<file path="config.mk">
export PLATFORM = sky130hd
export DESIGN_NAME = cpu_status_flags
export DESIGN_NICKNAME = d
export VERILOG_FILES = /design/src/hdl/cpu_status_flags.v /design/src/hdl/status_alu.v
export VERILOG_INCLUDE_DIRS = /design/src /design/src/hdl
export SDC_FILE = /design/constraint.sdc
export NUM_CORES = 1
export LEC_CHECK = 0
export ABC_AREA = 1
export BUFFER_PORTS_ARGS = -buffer_cell sky130_fd_sc_hd__buf_2
export CAP_MARGIN = 20
export CORE_UTILIZATION = 40
export CTS_BUF_LIST = sky130_fd_sc_hd__clkbuf_4 sky130_fd_sc_hd__clkbuf_8
export CTS_CLUSTER_DIAMETER = 120
export CTS_CLUSTER_SIZE = 12
export DETAILED_ROUTE_END_ITERATION = 6
export PLACE_DENSITY_LB_ADDON = 0.1
export RECOVER_POWER = 100
export SLEW_MARGIN = 20
export SYNTH_ARGS = -nofsm -noshare
export SYNTH_HDL_FRONTEND = slang
export SYNTH_SLANG_ARGS = --single-unit
</file>
<file path="constraint.sdc">
create_clock -name ref_clk -period 5.8 [get_ports ref_clk]
set_clock_uncertainty 0.2 [all_clocks]
set_input_delay 0.29 -clock ref_clk [delete_from_list [all_inputs] [get_ports ref_clk]]
set_output_delay 0.29 -clock ref_clk [all_outputs]
set_load 0.05 [all_outputs]
</file>
<file path="src/hdl/status_defines.vh">
// Purpose: Shared constants of the status flag block
// Assumes: Included by bare name from every design file
// Notes: Definitions only
`ifndef STATUS_DEFINES_VH
`define STATUS_DEFINES_VH

// ****************************************************************
// Status bit positions
// ****************************************************************
`define ST_RSV_UPPER 7
`define ST_RSV_HIGH 6
`define ST_BANK 5
`define ST_TIMEOUT 4
`define ST_PWRDN 3
`define ST_ZERO 2
`define ST_NIBBLE 1
`define ST_CARRY 0

// ****************************************************************
// Reset values and data memory map
// ****************************************************************
`define STATUS_RESET 8'h18
`define RESULT_RESET 8'h00
`define STATUS_LOC 7'h03

// ****************************************************************
// Instruction codes
// ****************************************************************
`define OP_ADD_FILE 4'h0
`define OP_ADD_LIT 4'h1
`define OP_SUB_LIT 4'h2
`define OP_SUB_FILE 4'h3
`define OP_AND_FILE 4'h4
`define OP_OR_FILE 4'h5
`define OP_XOR_FILE 4'h6
`define OP_CLEAR 4'h7
`define OP_BIT_CLR 4'h8
`define OP_BIT_SET 4'h9
`define OP_SWAP 4'ha
`define OP_MOVE 4'hb
`define OP_ROT_RIGHT 4'hc
`define OP_ROT_LEFT 4'hd
`define OP_KICK 4'he
`define OP_SLEEP 4'hf

// ****************************************************************
// AXI4-Lite register map and answers
// ****************************************************************
`define REG_STATUS 4'h0
`define REG_RESULT 4'h4
`define RESP_OKAY 2'b00
`define RESP_SLVERR 2'b10
`define ZERO_WORD 32'h0000_0000

`endif

</file>
<file path="src/hdl/cpu_status_flags.v">
// Purpose: Core status register with flag update and AXI4-Lite access
// Assumes: One instruction per exec_valid strobe, synchronous to ref_clk
// Notes: Software access through the bus sees the same register
//   Ready toggles while idle; a bus master must wait for it
//   Watchdog time-out beats a same-cycle kick or sleep
//
// What this block does
// - Status register may be the destination of any instruction; here only file-register ops write it, not literal add/sub, kick or sleep.
// - Flag-updating instruction aimed at status: data write to the three flags is disabled.
// - Writes to timeout and power-down flags are ignored.
// - Clearing status zeros bits 7..5, sets zero flag, keeps others.
// - Bit clear, bit set, swap and move leave arithmetic flags alone.
// - Bank bit one selects 80h-FFh, zero selects 00h-7Fh.
// - Timeout flag set at power-up, kick, sleep; cleared by time-out.
// - Power-down flag set at power-up and kick; cleared by sleep.
// - Zero flag set on zero result, cleared otherwise.
// - Nibble carry flag shows carry out of bit 3 for add/sub.
// - Carry flag shows carry out of bit 7 for add/sub.
// - In subtraction carry flags act as inverted borrows.
// - Subtraction adds the two's complement of the second operand.
// - Rotates load carry with the bit shifted out.
// - Status sits at the same location in either bank.
//
// The AXI4-Lite register port and the register offsets are this design's own decisions.
`timescale 1ns/1ps
`include "status_defines.vh"

module cpu_status_flags (
  input wire ref_clk,
  input wire rst_n,
  input wire exec_valid,
  input wire [3:0] exec_op,
  input wire [7:0] exec_w,
  input wire [7:0] exec_src,
  input wire [6:0] exec_faddr,
  input wire [2:0] exec_bit,
  input wire exec_to_file,
  input wire watchdog_timeout,
  output reg [7:0] status_q,
  output reg [7:0] result_q,
  output reg [7:0] phys_addr_q,
  input wire [31:0] s_axi_awaddr,
  input wire s_axi_awvalid,
  output reg s_axi_awready,
  input wire [31:0] s_axi_wdata,
  input wire [3:0] s_axi_wstrb,
  input wire s_axi_wvalid,
  output reg s_axi_wready,
  output reg [1:0] s_axi_bresp,
  output reg s_axi_bvalid,
  input wire s_axi_bready,
  input wire [31:0] s_axi_araddr,
  input wire s_axi_arvalid,
  output reg s_axi_arready,
  output reg [31:0] s_axi_rdata,
  output reg [1:0] s_axi_rresp,
  output reg s_axi_rvalid,
  input wire s_axi_rready
);

  // ****************************************************************
  // Operand selection
  // ****************************************************************
  wire file_op;
  wire status_sel;
  wire [7:0] src_val;
  wire [7:0] alu_result;
  wire alu_zero;
  wire alu_nibble;
  wire alu_carry;
  wire upd_zero;
  wire upd_arith;
  wire upd_carry;
  wire wr_status;
  wire flag_op;

  assign file_op = !(exec_op == `OP_ADD_LIT || exec_op == `OP_SUB_LIT ||
                     exec_op == `OP_KICK || exec_op == `OP_SLEEP);
  // Low seven bits only, so both banks reach it
  assign status_sel = (exec_faddr == `STATUS_LOC);
  // The file copy of status lives here, not in core memory
  assign src_val = (file_op && status_sel) ? status_q : exec_src;
  assign wr_status = exec_valid && exec_to_file && file_op &&
                     status_sel;
  // Any op that owns a flag locks the low three bits against data
  assign flag_op = upd_zero || upd_arith || upd_carry;

  status_alu alu_i (
    .op(exec_op),
    .w_val(exec_w),
    .src_val(src_val),
    .bit_sel(exec_bit),
    .carry_in(status_q[`ST_CARRY]),
    .result(alu_result),
    .zero_val(alu_zero),
    .nibble_val(alu_nibble),
    .carry_val(alu_carry),
    .upd_zero(upd_zero),
    .upd_arith(upd_arith),
    .upd_carry(upd_carry)
  );

  // ****************************************************************
  // AXI4-Lite write channel
  // ****************************************************************
  reg aw_held_q;
  reg aw_held_d;
  reg [3:0] aw_addr_q;
  reg [3:0] aw_addr_d;
  reg w_held_q;
  reg w_held_d;
  reg [7:0] w_data_q;
  reg [7:0] w_data_d;
  reg w_strb_q;
  reg w_strb_d;
  reg aw_take;
  reg w_take;
  reg bus_write;
  reg aw_hi_zero_q;
  reg aw_hi_zero_d;

  always @* begin
    aw_take = s_axi_awvalid && s_axi_awready;
    w_take = s_axi_wvalid && s_axi_wready;
    aw_held_d = aw_held_q;
    aw_addr_d = aw_addr_q;
    aw_hi_zero_d = aw_hi_zero_q;
    w_held_d = w_held_q;
    w_data_d = w_data_q;
    w_strb_d = w_strb_q;
    bus_write = 1'b0;
    if (aw_take) begin
      aw_held_d = 1'b1;
      aw_addr_d = s_axi_awaddr[3:0];
      aw_hi_zero_d = (s_axi_awaddr[31:4] == 28'h000_0000);
    end
    if (w_take) begin
      w_held_d = 1'b1;
      w_data_d = s_axi_wdata[7:0];
      w_strb_d = s_axi_wstrb[0];
    end
    // Commit once both halves are in and the response slot is free
    if (aw_held_q && w_held_q && !s_axi_bvalid) begin
      bus_write = 1'b1;
      aw_held_d = 1'b0;
      w_held_d = 1'b0;
    end
  end

  wire bus_status_hit;
  wire bus_result_hit;
  assign bus_status_hit = aw_hi_zero_q && (aw_addr_q == `REG_STATUS);
  assign bus_result_hit = aw_hi_zero_q && (aw_addr_q == `REG_RESULT);

  always @(posedge ref_clk or negedge rst_n) begin
    if (!rst_n) begin
      aw_held_q <= 1'b0;
      aw_addr_q <= 4'h0;
      aw_hi_zero_q <= 1'b0;
      w_held_q <= 1'b0;
      w_data_q <= 8'h00;
      w_strb_q <= 1'b0;
      s_axi_awready <= 1'b0;
      s_axi_wready <= 1'b0;
      s_axi_bvalid <= 1'b0;
      s_axi_bresp <= `RESP_OKAY;
    end else begin
      aw_held_q <= aw_held_d;
      aw_addr_q <= aw_addr_d;
      aw_hi_zero_q <= aw_hi_zero_d;
      w_held_q <= w_held_d;
      w_data_q <= w_data_d;
      w_strb_q <= w_strb_d;
      // Ready drops for the beat after a take, so nothing slips past
      s_axi_awready <= !aw_held_d && !aw_take && !s_axi_awready;
      s_axi_wready <= !w_held_d && !w_take && !s_axi_wready;
      if (bus_write) begin
        s_axi_bvalid <= 1'b1;
        s_axi_bresp <= (bus_status_hit || bus_result_hit) ?
                       `RESP_OKAY : `RESP_SLVERR;
      end else if (s_axi_bready) begin
        s_axi_bvalid <= 1'b0;
      end
    end
  end

  // ****************************************************************
  // AXI4-Lite read channel
  // ****************************************************************
  reg [31:0] rdata_d;
  reg [1:0] rresp_d;

  always @* begin
    rdata_d = `ZERO_WORD;
    rresp_d = `RESP_OKAY;
    if (s_axi_araddr[31:4] != 28'h000_0000) begin
      rresp_d = `RESP_SLVERR;
    end else if (s_axi_araddr[3:0] == `REG_STATUS) begin
      rdata_d = {24'h00_0000, status_q};
    end else if (s_axi_araddr[3:0] == `REG_RESULT) begin
      rdata_d = {24'h00_0000, result_q};
    end else begin
      rresp_d = `RESP_SLVERR;
    end
  end

  always @(posedge ref_clk or negedge rst_n) begin
    if (!rst_n) begin
      s_axi_arready <= 1'b0;
      s_axi_rvalid <= 1'b0;
      s_axi_rdata <= `ZERO_WORD;
      s_axi_rresp <= `RESP_OKAY;
    end else begin
      if (s_axi_arvalid && s_axi_arready) begin
        s_axi_arready <= 1'b0;
        s_axi_rvalid <= 1'b1;
        s_axi_rdata <= rdata_d;
        s_axi_rresp <= rresp_d;
      end else begin
        if (s_axi_rvalid && s_axi_rready) begin
          s_axi_rvalid <= 1'b0;
        end
        s_axi_arready <= !s_axi_rvalid && !s_axi_arready;
      end
    end
  end

  // ****************************************************************
  // Status register update
  // ****************************************************************
  reg [7:0] status_d;
  reg [7:0] result_d;

  always @* begin
    status_d = status_q;
    result_d = result_q;
    // Bus write is lowest priority; a same-cycle instruction wins
    if (bus_write && bus_status_hit && w_strb_q) begin
      // Timeout and power-down bits are not writable
      status_d = {w_data_q[`ST_RSV_UPPER:`ST_BANK],
                  status_q[`ST_TIMEOUT:`ST_PWRDN],
                  w_data_q[`ST_ZERO:`ST_CARRY]};
    end
    if (exec_valid) begin
      result_d = alu_result;
      if (wr_status) begin
        // Bits 7..6 are stored as written and steer nothing
        status_d = {alu_result[`ST_RSV_UPPER:`ST_BANK],
                    status_q[`ST_TIMEOUT:`ST_PWRDN],
                    alu_result[`ST_ZERO:`ST_CARRY]};
        // Data never reaches the low three bits of a flag-setting op
        if (flag_op) begin
          status_d[`ST_ZERO:`ST_CARRY] =
            status_q[`ST_ZERO:`ST_CARRY];
        end
      end
      // Hardware flags override the destination write
      if (upd_zero) begin
        status_d[`ST_ZERO] = alu_zero;
      end
      if (upd_arith) begin
        status_d[`ST_NIBBLE] = alu_nibble;
      end
      if (upd_carry) begin
        status_d[`ST_CARRY] = alu_carry;
      end
      if (exec_op == `OP_KICK) begin
        status_d[`ST_TIMEOUT] = 1'b1;
        status_d[`ST_PWRDN] = 1'b1;
      end
      if (exec_op == `OP_SLEEP) begin
        status_d[`ST_TIMEOUT] = 1'b1;
        status_d[`ST_PWRDN] = 1'b0;
      end
    end
    // A time-out in the same cycle as a kick is still recorded
    if (watchdog_timeout) begin
      status_d[`ST_TIMEOUT] = 1'b0;
    end
  end

  // Power-up value: timeout and power-down set, bank 0
  always @(posedge ref_clk or negedge rst_n) begin
    if (!rst_n) begin
      status_q <= `STATUS_RESET;
      result_q <= `RESULT_RESET;
    end else begin
      status_q <= status_d;
      result_q <= result_d;
    end
  end

  // ****************************************************************
  // Direct addressing bank select
  // ****************************************************************
  // Uses the bank bit in force when the instruction issues
  always @(posedge ref_clk or negedge rst_n) begin
    if (!rst_n) begin
      phys_addr_q <= 8'h00;
    end else begin
      phys_addr_q <= {status_q[`ST_BANK], exec_faddr};
    end
  end

endmodule

</file>
<file path="src/hdl/status_alu.v">
// Purpose: Combinational result and flag generation for one instruction
// Assumes: Operands already selected by the caller
// Notes: Outputs are unregistered; the caller registers them
`timescale 1ns/1ps
`include "status_defines.vh"

module status_alu (
  input wire [3:0] op,
  input wire [7:0] w_val,
  input wire [7:0] src_val,
  input wire [2:0] bit_sel,
  input wire carry_in,
  output reg [7:0] result,
  output reg zero_val,
  output reg nibble_val,
  output reg carry_val,
  output reg upd_zero,
  output reg upd_arith,
  output reg upd_carry
);

  // ****************************************************************
  // Adder shared by add and subtract
  // ****************************************************************
  reg [7:0] addend;
  reg [7:0] other;
  reg cin;
  reg [4:0] low_sum;
  reg [8:0] full_sum;
  reg [7:0] bit_mask;

  always @* begin
    addend = src_val;
    other = w_val;
    cin = 1'b0;
    // Two's complement of the second operand
    if (op == `OP_SUB_LIT || op == `OP_SUB_FILE) begin
      other = ~w_val;
      cin = 1'b1;
    end
    low_sum = {1'b0, addend[3:0]} + {1'b0, other[3:0]} + {4'h0, cin};
    full_sum = {1'b0, addend} + {1'b0, other} + {8'h00, cin};
    bit_mask = 8'h01 << bit_sel;
    result = src_val;
    zero_val = 1'b0;
    nibble_val = low_sum[4];
    carry_val = full_sum[8];
    upd_zero = 1'b0;
    upd_arith = 1'b0;
    upd_carry = 1'b0;
    case (op)
      `OP_ADD_FILE, `OP_ADD_LIT, `OP_SUB_LIT, `OP_SUB_FILE: begin
        result = full_sum[7:0];
        upd_zero = 1'b1;
        upd_arith = 1'b1;
        upd_carry = 1'b1;
      end
      `OP_AND_FILE: begin
        result = src_val & w_val;
        upd_zero = 1'b1;
      end
      `OP_OR_FILE: begin
        result = src_val | w_val;
        upd_zero = 1'b1;
      end
      `OP_XOR_FILE: begin
        result = src_val ^ w_val;
        upd_zero = 1'b1;
      end
      `OP_CLEAR: begin
        result = 8'h00;
        upd_zero = 1'b1;
      end
      // These leave every arithmetic flag alone
      `OP_BIT_CLR: result = src_val & ~bit_mask;
      `OP_BIT_SET: result = src_val | bit_mask;
      `OP_SWAP: result = {src_val[3:0], src_val[7:4]};
      `OP_MOVE: result = w_val;
      `OP_ROT_RIGHT: begin
        result = {carry_in, src_val[7:1]};
        carry_val = src_val[0];
        upd_carry = 1'b1;
      end
      `OP_ROT_LEFT: begin
        result = {src_val[6:0], carry_in};
        carry_val = src_val[7];
        upd_carry = 1'b1;
      end
      default: result = src_val;
    endcase
    zero_val = (result == 8'h00);
  end

endmodule

</file>
==> results of run 1 <==
## cells by family (layout without fill, tap and decap cells)
family,after synthesis,after routing
buffers and inverters,124,271
DFF,53,53
adders and majority gates,7,7
and+or+nand+nor,312,312
AOI/OAI and AO/OA,113,113
xor gates and xnor gates,7,7
other,1,26
## worst max-delay path by stage
stage                  start                       to  slack, ps  cells after the start
2_1_floorplan  exec_faddr[5]  status_q[2]$_DFFE_PN0P_       2820                     24
3_3_place_gp   exec_faddr[5]  status_q[2]$_DFFE_PN0P_       2120                     24
3_5_place_dp      exec_op[3]  status_q[2]$_DFFE_PN0P_       2130                     25
4_1_cts        exec_faddr[5]  status_q[2]$_DFFE_PN0P_       1880                     25
5_1_grt        exec_faddr[5]  status_q[0]$_DFFE_PN0P_        900                     21
6_report       exec_faddr[1]  status_q[0]$_DFFE_PN0P_       1260                     22
## timing repair
action	4_1_cts	5_1_grt
hold buffers	21	0
endpoints found under the setup margin	0	0
setup buffers	0	0
hold endpoints to repair	71	0
## state kept, by name, indices dropped and copies added, names as in the netlist
signal and count:
status_q 8, s_axi_rdata 8, s_axi_rvalid 1, aw_addr_q 4, s_axi_bresp 1, result_q 8, s_axi_bvalid 1, w_held_q 1
aw_held_q 1, s_axi_awready 1, s_axi_arready 1, s_axi_wready 1, aw_hi_zero_q 1, phys_addr_q 8, w_data_q 6, s_axi_rresp 1
w_strb_q 1
## power by group through the flow
stage	Clock [mW]	Combinational (mW)	Sequential, mW
5_1_grt	0.280	0.589	0.520
3_3_place_gp	0	0.525	0.514
4_1_cts	0.268	0.544	0.508
3_5_place_dp	0	0.532	0.514
2_1_floorplan	0	0.267	0.627
6_report	0.259	0.532	0.509
## layout make-up
type | count | area [µm²] | area share
multi-input combinational | 465 | 2240 | 0.438
sequential | 53 | 1330 | 0.260
timing repair buffer | 173 | 912 | 0.179
inverter | 90 | 338 | 0.0662
tap | 133 | 166 | 0.0326
clock buffer | 6 | 82.6 | 0.0162
clock inverter | 2 | 37.5 | 0.00736
## worst max-delay path, stage by stage
cell	delay (ps)
dlygate4sd3_1	540
clkbuf_1	160
nand2_1	70
inv_1	50
nand2_1	40
nor2_1	290
nand3_1	490
o21ai_0	1040
inv_2	120
ha_1	370
nand3_1	110
nand2_1	80
a21oi_1	170
nand2_1	70
nand2_1	80
a21oi_1	80
o21bai_1	170
nand2_1	120
nand2_1	70
nand2_1	40
nand2_1	50
nand2_1	50
## metal layers
layer | vias to the layer above | global-route usage
met5 | - | 0
met4 | 0 | 0.0615
met3 | 17 | 0.0332
met2 | 230 | 0.413
met1 | 2019 | 0.364
li1 | 2325 | -
## through the flow
stage                     area [µm²]  power (mW)  hold slack (ps)  utilization
after floorplan                 4150       0.894             -206            -
after global placement          4850        1.04              218        0.496
after detailed placement        4850        1.05              227        0.496
after CTS                       5180        1.32             3.99        0.530
after global routing            5100        1.39             9.96        0.522
final                           5100        1.30             11.1        0.522
## cells in the final DEF (no fill, tap or decap), types with 10 or more instances in the layout
cell type        n
conb_1          26
nand3_1         48
buf_2          102
clkbuf_1        49
nor2_1          49
o21ai_0         50
o22ai_1         11
a21oi_1         27
dlygate4sd3_1   21
nor4_1          16
inv_1           81
nand2_1        167
dfrtp_1         51
nand4_1         14
nor3_1          10
==> results.cfg, run 1 <==
[detailed_routing]
vias = 4591
wl_met3_um = 1040
ant_nets = 0
via_per_inst = 4.98
drt_wl_total_um = 13000
wl_per_cell_um = 14.1
firstDrtPassIters = 5
first_iter_violations = 248
top_layer = met4
wl_met1_um = 6180
drc = 0
wl_met2_um = 5610

[power]
peakVddDrop_v = 0.000200
pwr-share-seq = 0.392
comb_power_share = 0.409
leakage_nw = 2.66
clkPwrFrac = 0.199
pwr_density_cell_nw_per_um2 = 255
swShare = 0.439
internal_power_uw = 730
p_switching_uw = 571

[global_route]
grt_pass1_vias = 4229
grt_max_degree = 54
antenna_found_initial = 0
track_usage = 0.256
grt_pass1_wl_um = 20700
globalRoute.totalOverflow = 0

[synth]
yosysTopAreaCell = dfrtp_1
avgSynthCellArea_um2 = 6.57
async_reset_ff_frac = 1.00
yosys_warnings = 0
synth_flop_cell = dfrtp_1
synth_top_family_by_area = simple AND/OR/NAND/NOR gates
synth_xor_area_frac = 0.0151
syn_area_um2 = 4050
synth_top_area_share = 0.315
ys_seq_area_frac = 0.328
synth-compound-area-share = 0.157
synthTopCellsByArea = dfrtp_1 (31%), nand2_1 (15%), inv_1 (7.5%)
synth_cell_types = 39
yosys.area_share.simple = 0.334
synthMuxAreaShare = 0
yosysMostFrequentCell = nand2_1
synth_seq_cells = 53
synthAdderAreaFrac = 0.0235
netlist_instances = 617
synth_edf_count = 0
synth_commonest_cells = nand2_1 (167), inv_1 (81), dfrtp_1 (51), nor2_1 (49), o21ai_0 (49)

[sta]
period_needed_ps = 4540
relSlewSlack = -0.852
finalHoldViolCount = 0
tns_ps = 0
tightest_slew_ps = 2780
timing.fmax_ghz = 0.220
finalWorstSetupSlack_ps = 1260
fin_crit_sh = 0.783
slew_viol_final = 54
rsz0062_at_grt = false
setup_violations = 0

[cts]
cts_buffer_depth = 2
numCtsBuffers = 5
clock-sinks = 53
cts_root_buffer = clkbuf_8
clock_latency_ps = 310
post_cts_resize_count = 0
htree_num_levels = 2
clk_pin_slew_ps = 90
cts_tree = built

[setup_path]
crit_required_ps = 5800
ff2ff_path_depth = 15
r2r-start = status_q[3]$_DFFE_PN1P_
critical_path_class = primary input to register
r2r-end = status_q[0]$_DFFE_PN0P_
path_max_fanout = 12
reg2reg_setup_slack_ps = 2660
cp.arrival_ps = 4540
end_kind = register
start_kind = primary input

[hold_path]
min_from = s_axi_wdata[5]
min_to = w_data_q[5]$_DFFE_PN0P_
whs_path_depth = 3
worstHoldPathType = primary input to register

[cells_and_area]
diodes = 0
final-instance-count-excl-fill = 922
nNetsFinal = 935
layout-drive-gt1-share = 0.162
syn2layout_area_growth_pct = 25.9
fill_cells = 1041

[place]
pre_cts_slack_ps = 2130
dp_hpwl_um = 10300
place_congestion = 0.939
post-place-cells = 893
port_buffers = 149

[outcome]
status = finished with violations
violations = capacitance limit, slew limit

[die]
io_pins = 205
die_h_um = 103
rows = 36
die_x_um = 103
die_area_um2 = 10500
start_util = 0.415
coreArea_um2 = 9770

[run]
drv_cap = 1
No activity file was read; power rests on OpenSTA's default activity.
==> inputs of run 2 (changes only) <==
Settings changed: ABC_AREA 1 to 0.
Clock period 5.8 ns to 4.3 ns, I/O delays scaled along.
==> results.cfg, run 2 <==
[cells_and_area]
final_cell_mix = buf_2 (106), dfrtp_1 (51), nand2_1 (46), clkbuf_1 (41), nor2_1 (35)
syn2layout_area_growth_pct = 28.8
nNetsFinal = 805
final-instance-count-excl-fill = 792
layout-drive-gt1-share = 0.279
final_common_cell = buf_2
postLayoutCoreUtil = 0.539
diodes = 0
final_area_um2 = 5340

[cts]
numCtsBuffers = 5
clk_pin_slew_ps = 90
cts_tree = built
cts_root_buffer = clkbuf_8
cts_buffer_depth = 2
clock_latency_ps = 300
clock-sinks = 53
htree_num_levels = 2

[die]
io_pins = 205
coreArea_um2 = 9910
rows = 36
die_h_um = 104
die_x_um = 104
start_util = 0.419
die_area_um2 = 10800

[sta]
period_needed_ps = 4170
timing.fmax_ghz = 0.240
relSlewSlack = -0.857
slew_viol_final = 54
finalWorstSetupSlack_ps = 128
setup_violations = 0
finalHoldViolCount = 0
fin_crit_sh = 0.970
tightest_slew_ps = 2780

[detailed_routing]
via_per_inst = 5.57
ant_nets = 0
drt_wl_total_um = 13500
first_iter_violations = 435
vias = 4409
firstDrtPassIters = 5
drc = 0
wl_per_cell_um = 17.1

[place]
dp_hpwl_um = 10400
pre_cts_slack_ps = 231
dpl_cell_area_um2 = 4960
place_congestion = 0.918
post-place-cells = 759
port_buffers = 149

[setup_path]
critPathSlowestCell = dlygate4sd3_1
critical_path_class = primary input to register
start_kind = primary input
r2r-end = status_q[2]$_DFFE_PN0P_
r2r-start = status_q[1]$_DFFE_PN0P_
crit_start = exec_faddr[6]
cp_common_cell = o41ai_2
ff2ff_path_depth = 11
path_max_fanout = 3
crit_chain = dlygate4sd3_1, or4b_4, a2111o_1, mux2i_4, inv_2, fa_2, nor2b_1, a31oi_1, o22ai_1, a21o_1, o41ai_2, a22oi_2, or4_4, o41ai_2
slowest_delay_ps = 560
crit_required_ps = 4300
end_kind = register
cp.arrival_ps = 4170
critPathCapture = status_q[2]$_DFFE_PN0P_
reg2reg_setup_slack_ps = 1160

[outcome]
status = finished with violations
violations = capacitance limit, slew limit

[synth]
synth_cell_types = 71
synth_seq_cells = 53
syn_area_um2 = 4150
async_reset_ff_frac = 1.00
netlist_instances = 491
yosysTopAreaCell = dfrtp_1
ys_seq_area_frac = 0.320
synthTopCellsByArea = dfrtp_1 (31%), buf_4 (4.9%), mux2_2 (4.9%)
synth_flop_cell = dfrtp_1
synth_commonest_cells = dfrtp_1 (51), nand2_1 (46), nor2_1 (35), o21ai_0 (28), buf_4 (27)
synth_edf_count = 0
synth_top_area_share = 0.308
yosys_warnings = 0
avgSynthCellArea_um2 = 8.45
yosysMostFrequentCell = dfrtp_1

[global_route]
track_usage = 0.248
antenna_found_initial = 0
grt_pass1_wl_um = 21400
grt_max_degree = 54
globalRoute.totalOverflow = 0
grt_pass1_vias = 4177

[power]
peakVddDrop_v = 0.000368
leakage_nw = 2.40
power.total_mw = 1.80
pwr_density_cell_nw_per_um2 = 336

[run]
drv_cap = 1

[hold_path]
worstHoldPathType = primary input to register
-- run 2: how the worst min path moves through the flow --
stage                          from                          to  slack [ps]  depth (start not counted)
global placement      exec_faddr[1]    phys_addr_q[1]$_DFF_PN0_         130                          1
finish              s_axi_araddr[2]  s_axi_rdata[6]$_DFFE_PN0P_          30                          3
global route             exec_op[0]     status_q[3]$_DFFE_PN1P_          60                          2
detailed placement    exec_faddr[0]    phys_addr_q[0]$_DFF_PN0_         140                          1
CTS                   s_axi_awvalid         aw_held_q$_DFF_PN0_          30                          3
floorplan                     rst_n    aw_addr_q[0]$_DFFE_PN0P_        -280                          0
-- run 2: report_power, final --
part	leakage (nW)	internal, mW	switching, mW
sequential	0.637	0.615	0.0926
combinational	1.72	0.269	0.527
clock	0.0479	0.137	0.158
-- run 2: final cells by class --
class	instances	area [µm²]
clock buffer	7	90.1
timing repair buffer	189	1060
tap	133	166
fill	961	4570
clock inverter	1	7.51
inverter	19	71.3
sequential	53	1330
multi-input combinational	390	2620
-- run 2: logic make-up after synthesis --
group,share of synthesized area
muxes,0.103
and+or+nand+nor,0.199
DFF,0.320
adders and majority gates,0.0229
AOI/OAI and AO/OA,0.228
other,0.000904
xor gates and xnor gates,0.0338
buffers and inverters,0.0923
-- run 2: critical path, delay by kind of cell --
family	cells	cell delay, ps
AO/OA/AOI/OAI	7	1560
AND/OR/NAND/NOR	3	1110
adder cells (fa/ha/maj)	1	410
multiplexers	1	230
buffers and inverters	2	640
-- run 2: through the flow --
stage	setup TNS (ps)	hold slack [ps]
floorplan	0	-281
global placement	0	132
detailed placement	0	137
CTS	0	28.6
global route	-19.9	59.9
finish	0	31.7
-- run 2: what timing repair did --
item / CTS / global route
gates resized for setup: 0 / 16
endpoints found under the hold margin: 73 / 0
hold buffers: 26 / 0
buffers inserted: 0 / 2
endpoints found under the setup margin: 0 / 3
-- run 2: per-layer routing --
metal / global-route usage / wire (µm) / vias to the layer above
met5: 0 / 0 / -
met4: 0.0592 / 248 / 0
met3: 0.0384 / 974 / 19
met2: 0.413 / 6410 / 229
met1: 0.336 / 5910 / 2066
li1: - / - / 2095
==> inputs of run 3 (changes only) <==
Settings changed: CORE_ASPECT_RATIO set to 1.75.
==> results.cfg, run 3 (synthesis gave the netlist of run 2 again) <==
[global_route]
antenna_found_initial = 0
grt_pass1_vias = 4298
track_usage = 0.264
globalRoute.totalOverflow = 0
grt_pass1_wl_um = 22000
grt_max_degree = 54

[cts]
cts_tree = built
numCtsBuffers = 5
clock-sinks = 53
clock_latency_ps = 310
cts_buffer_depth = 2
cts_root_buffer = clkbuf_8
clk_pin_slew_ps = 90
htree_num_levels = 2

[cells_and_area]
layout-drive-gt1-share = 0.279
final_area_um2 = 5380
syn2layout_area_growth_pct = 29.6
final-instance-count-excl-fill = 789
diodes = 0
final_cell_mix = buf_2 (110), dfrtp_1 (51), nand2_1 (46), clkbuf_1 (40), nor2_1 (35)
nNetsFinal = 810
final_common_cell = buf_2

[die]
die_area_um2 = 10800
coreArea_um2 = 9970
die_h_um = 137
die_x_um = 79.0
rows = 48
start_util = 0.416
io_pins = 205

[place]
dp_hpwl_um = 11200
dpl_cell_area_um2 = 4940
place_congestion = 0.944
post-place-cells = 750
port_buffers = 149

[detailed_routing]
drc = 0
wl_met2_um = 7680
vias = 4422
wl_met3_um = 697
wl_met1_um = 5040
top_layer = met4
via_per_inst = 5.60
ant_nets = 0
drt_wl_total_um = 14100
firstDrtPassIters = 5
first_iter_violations = 217
wl_per_cell_um = 17.9

[sta]
relSlewSlack = -0.873
whs_ps = 28.9
tns_ps = 0
slew_viol_final = 54
timing.fmax_ghz = 0.237
fin_crit_sh = 0.980
finalHoldViolCount = 0
tightest_slew_ps = 2810
setup_violations = 0
rsz0062_at_grt = true
period_needed_ps = 4210

[outcome]
status = finished with violations
violations = capacitance limit, slew limit

[setup_path]
critical_path_class = primary input to register
start_kind = primary input
cp.arrival_ps = 4230
crit_required_ps = 4320
slowest_delay_ps = 530
end_kind = register
critPathSlowestCell = dlygate4sd3_1
cp_common_cell = o41ai_2
crit_chain = dlygate4sd3_1, buf_2, or4b_4, a2111o_1, mux2i_4, inv_2, fa_1, nor2b_1, a31oi_1, o22ai_1, a21o_1, o41ai_2, a22oi_2, or4_4, o41ai_2
path_max_fanout = 2

[power]
leakage_nw = 2.43
pwr_density_cell_nw_per_um2 = 352
peakVddDrop_v = 0.000523

[hold_path]
worstHoldPathType = primary input to register

[run]
drv_cap = 1
-- run 3: cell count changes in the layout (fill, tap and decap cells not counted), moves of 2 or more --
cell / delta
bufinv_16: +2
a21oi_1: +2
buf_2: +4
a21oi_2: -2
-- run 3: worst max-delay path: cells and delay by family --
family	cells	cell delay, ps
AO/OA/AOI/OAI	7	1560
AND/OR/NAND/NOR	3	1100
buffers and inverters	3	730
adder cells (fa/ha/maj)	1	390
multiplexers	1	220
-- run 3: per-layer routing --
layer	up-vias	GRT usage
li1	2099	-
met1	2057	0.277
met2	220	0.508
met3	46	0.0347
met4	0	0.122
met5	-	0
-- run 3: power by group --
group / switching (mW) / total, mW / internal [mW]
combinational: 0.526 / 0.797 / 0.271
clock: 0.165 / 0.397 / 0.231
sequential: 0.0831 / 0.698 / 0.615
total: 0.775 / 1.89 / 1.12
-- run 3: final cells by class --
| type | instances | area, µm² |
|---|---|---|
| Tap cell | 125 | 156 |
| Clock inverter | 3 | 65.1 |
| Inverter | 19 | 71.3 |
| Fill cell | 1024 | 4590 |
| Timing Repair Buffer | 194 | 1100 |
| Clock buffer | 5 | 68.8 |
| Sequential cell | 53 | 1330 |
| Multi-Input combinational cell | 390 | 2590 |
-- run 3: final timing paths --
check / startpoint / slack [ps] / end / cells past startpoint
min in group asynchronous: rst_n / 1240 / s_axi_rdata[5]$_DFFE_PN0P_ / 3
worst max-delay path: exec_faddr[5] / 90 / status_q[2]$_DFFE_PN0P_ / 15
worst min-delay path: s_axi_awvalid / 30 / aw_held_q$_DFF_PN0_ / 3
worst min register to register: s_axi_rvalid$_DFFE_PN0P_ / 270 / s_axi_arready$_DFF_PN0_ / 1
worst max register to register: status_q[0]$_DFFE_PN0P_ / 1160 / status_q[2]$_DFFE_PN0P_ / 11
max in group asynchronous: rst_n / 1090 / s_axi_bresp[1]$_DFFE_PN0P_ / 3
-- run 3: through the flow --
step           utilization  setup slack, ps  total power, mW
2_1_floorplan            -              352             1.26
3_3_place_gp         0.495              254             1.47
3_5_place_dp         0.495              241             1.48
4_1_cts              0.536             24.5             1.90
5_1_grt              0.539            -76.7             2.00
6_report             0.539             85.5             1.89
-- run 3: timing repair --
item / in CTS / in global routing
hold buffers: 27 / 0
setup buffers: 0 / 4
resized for setup: 0 / 11
hold endpoints to repair: 74 / 0
setup endpoints to repair: 0 / 4
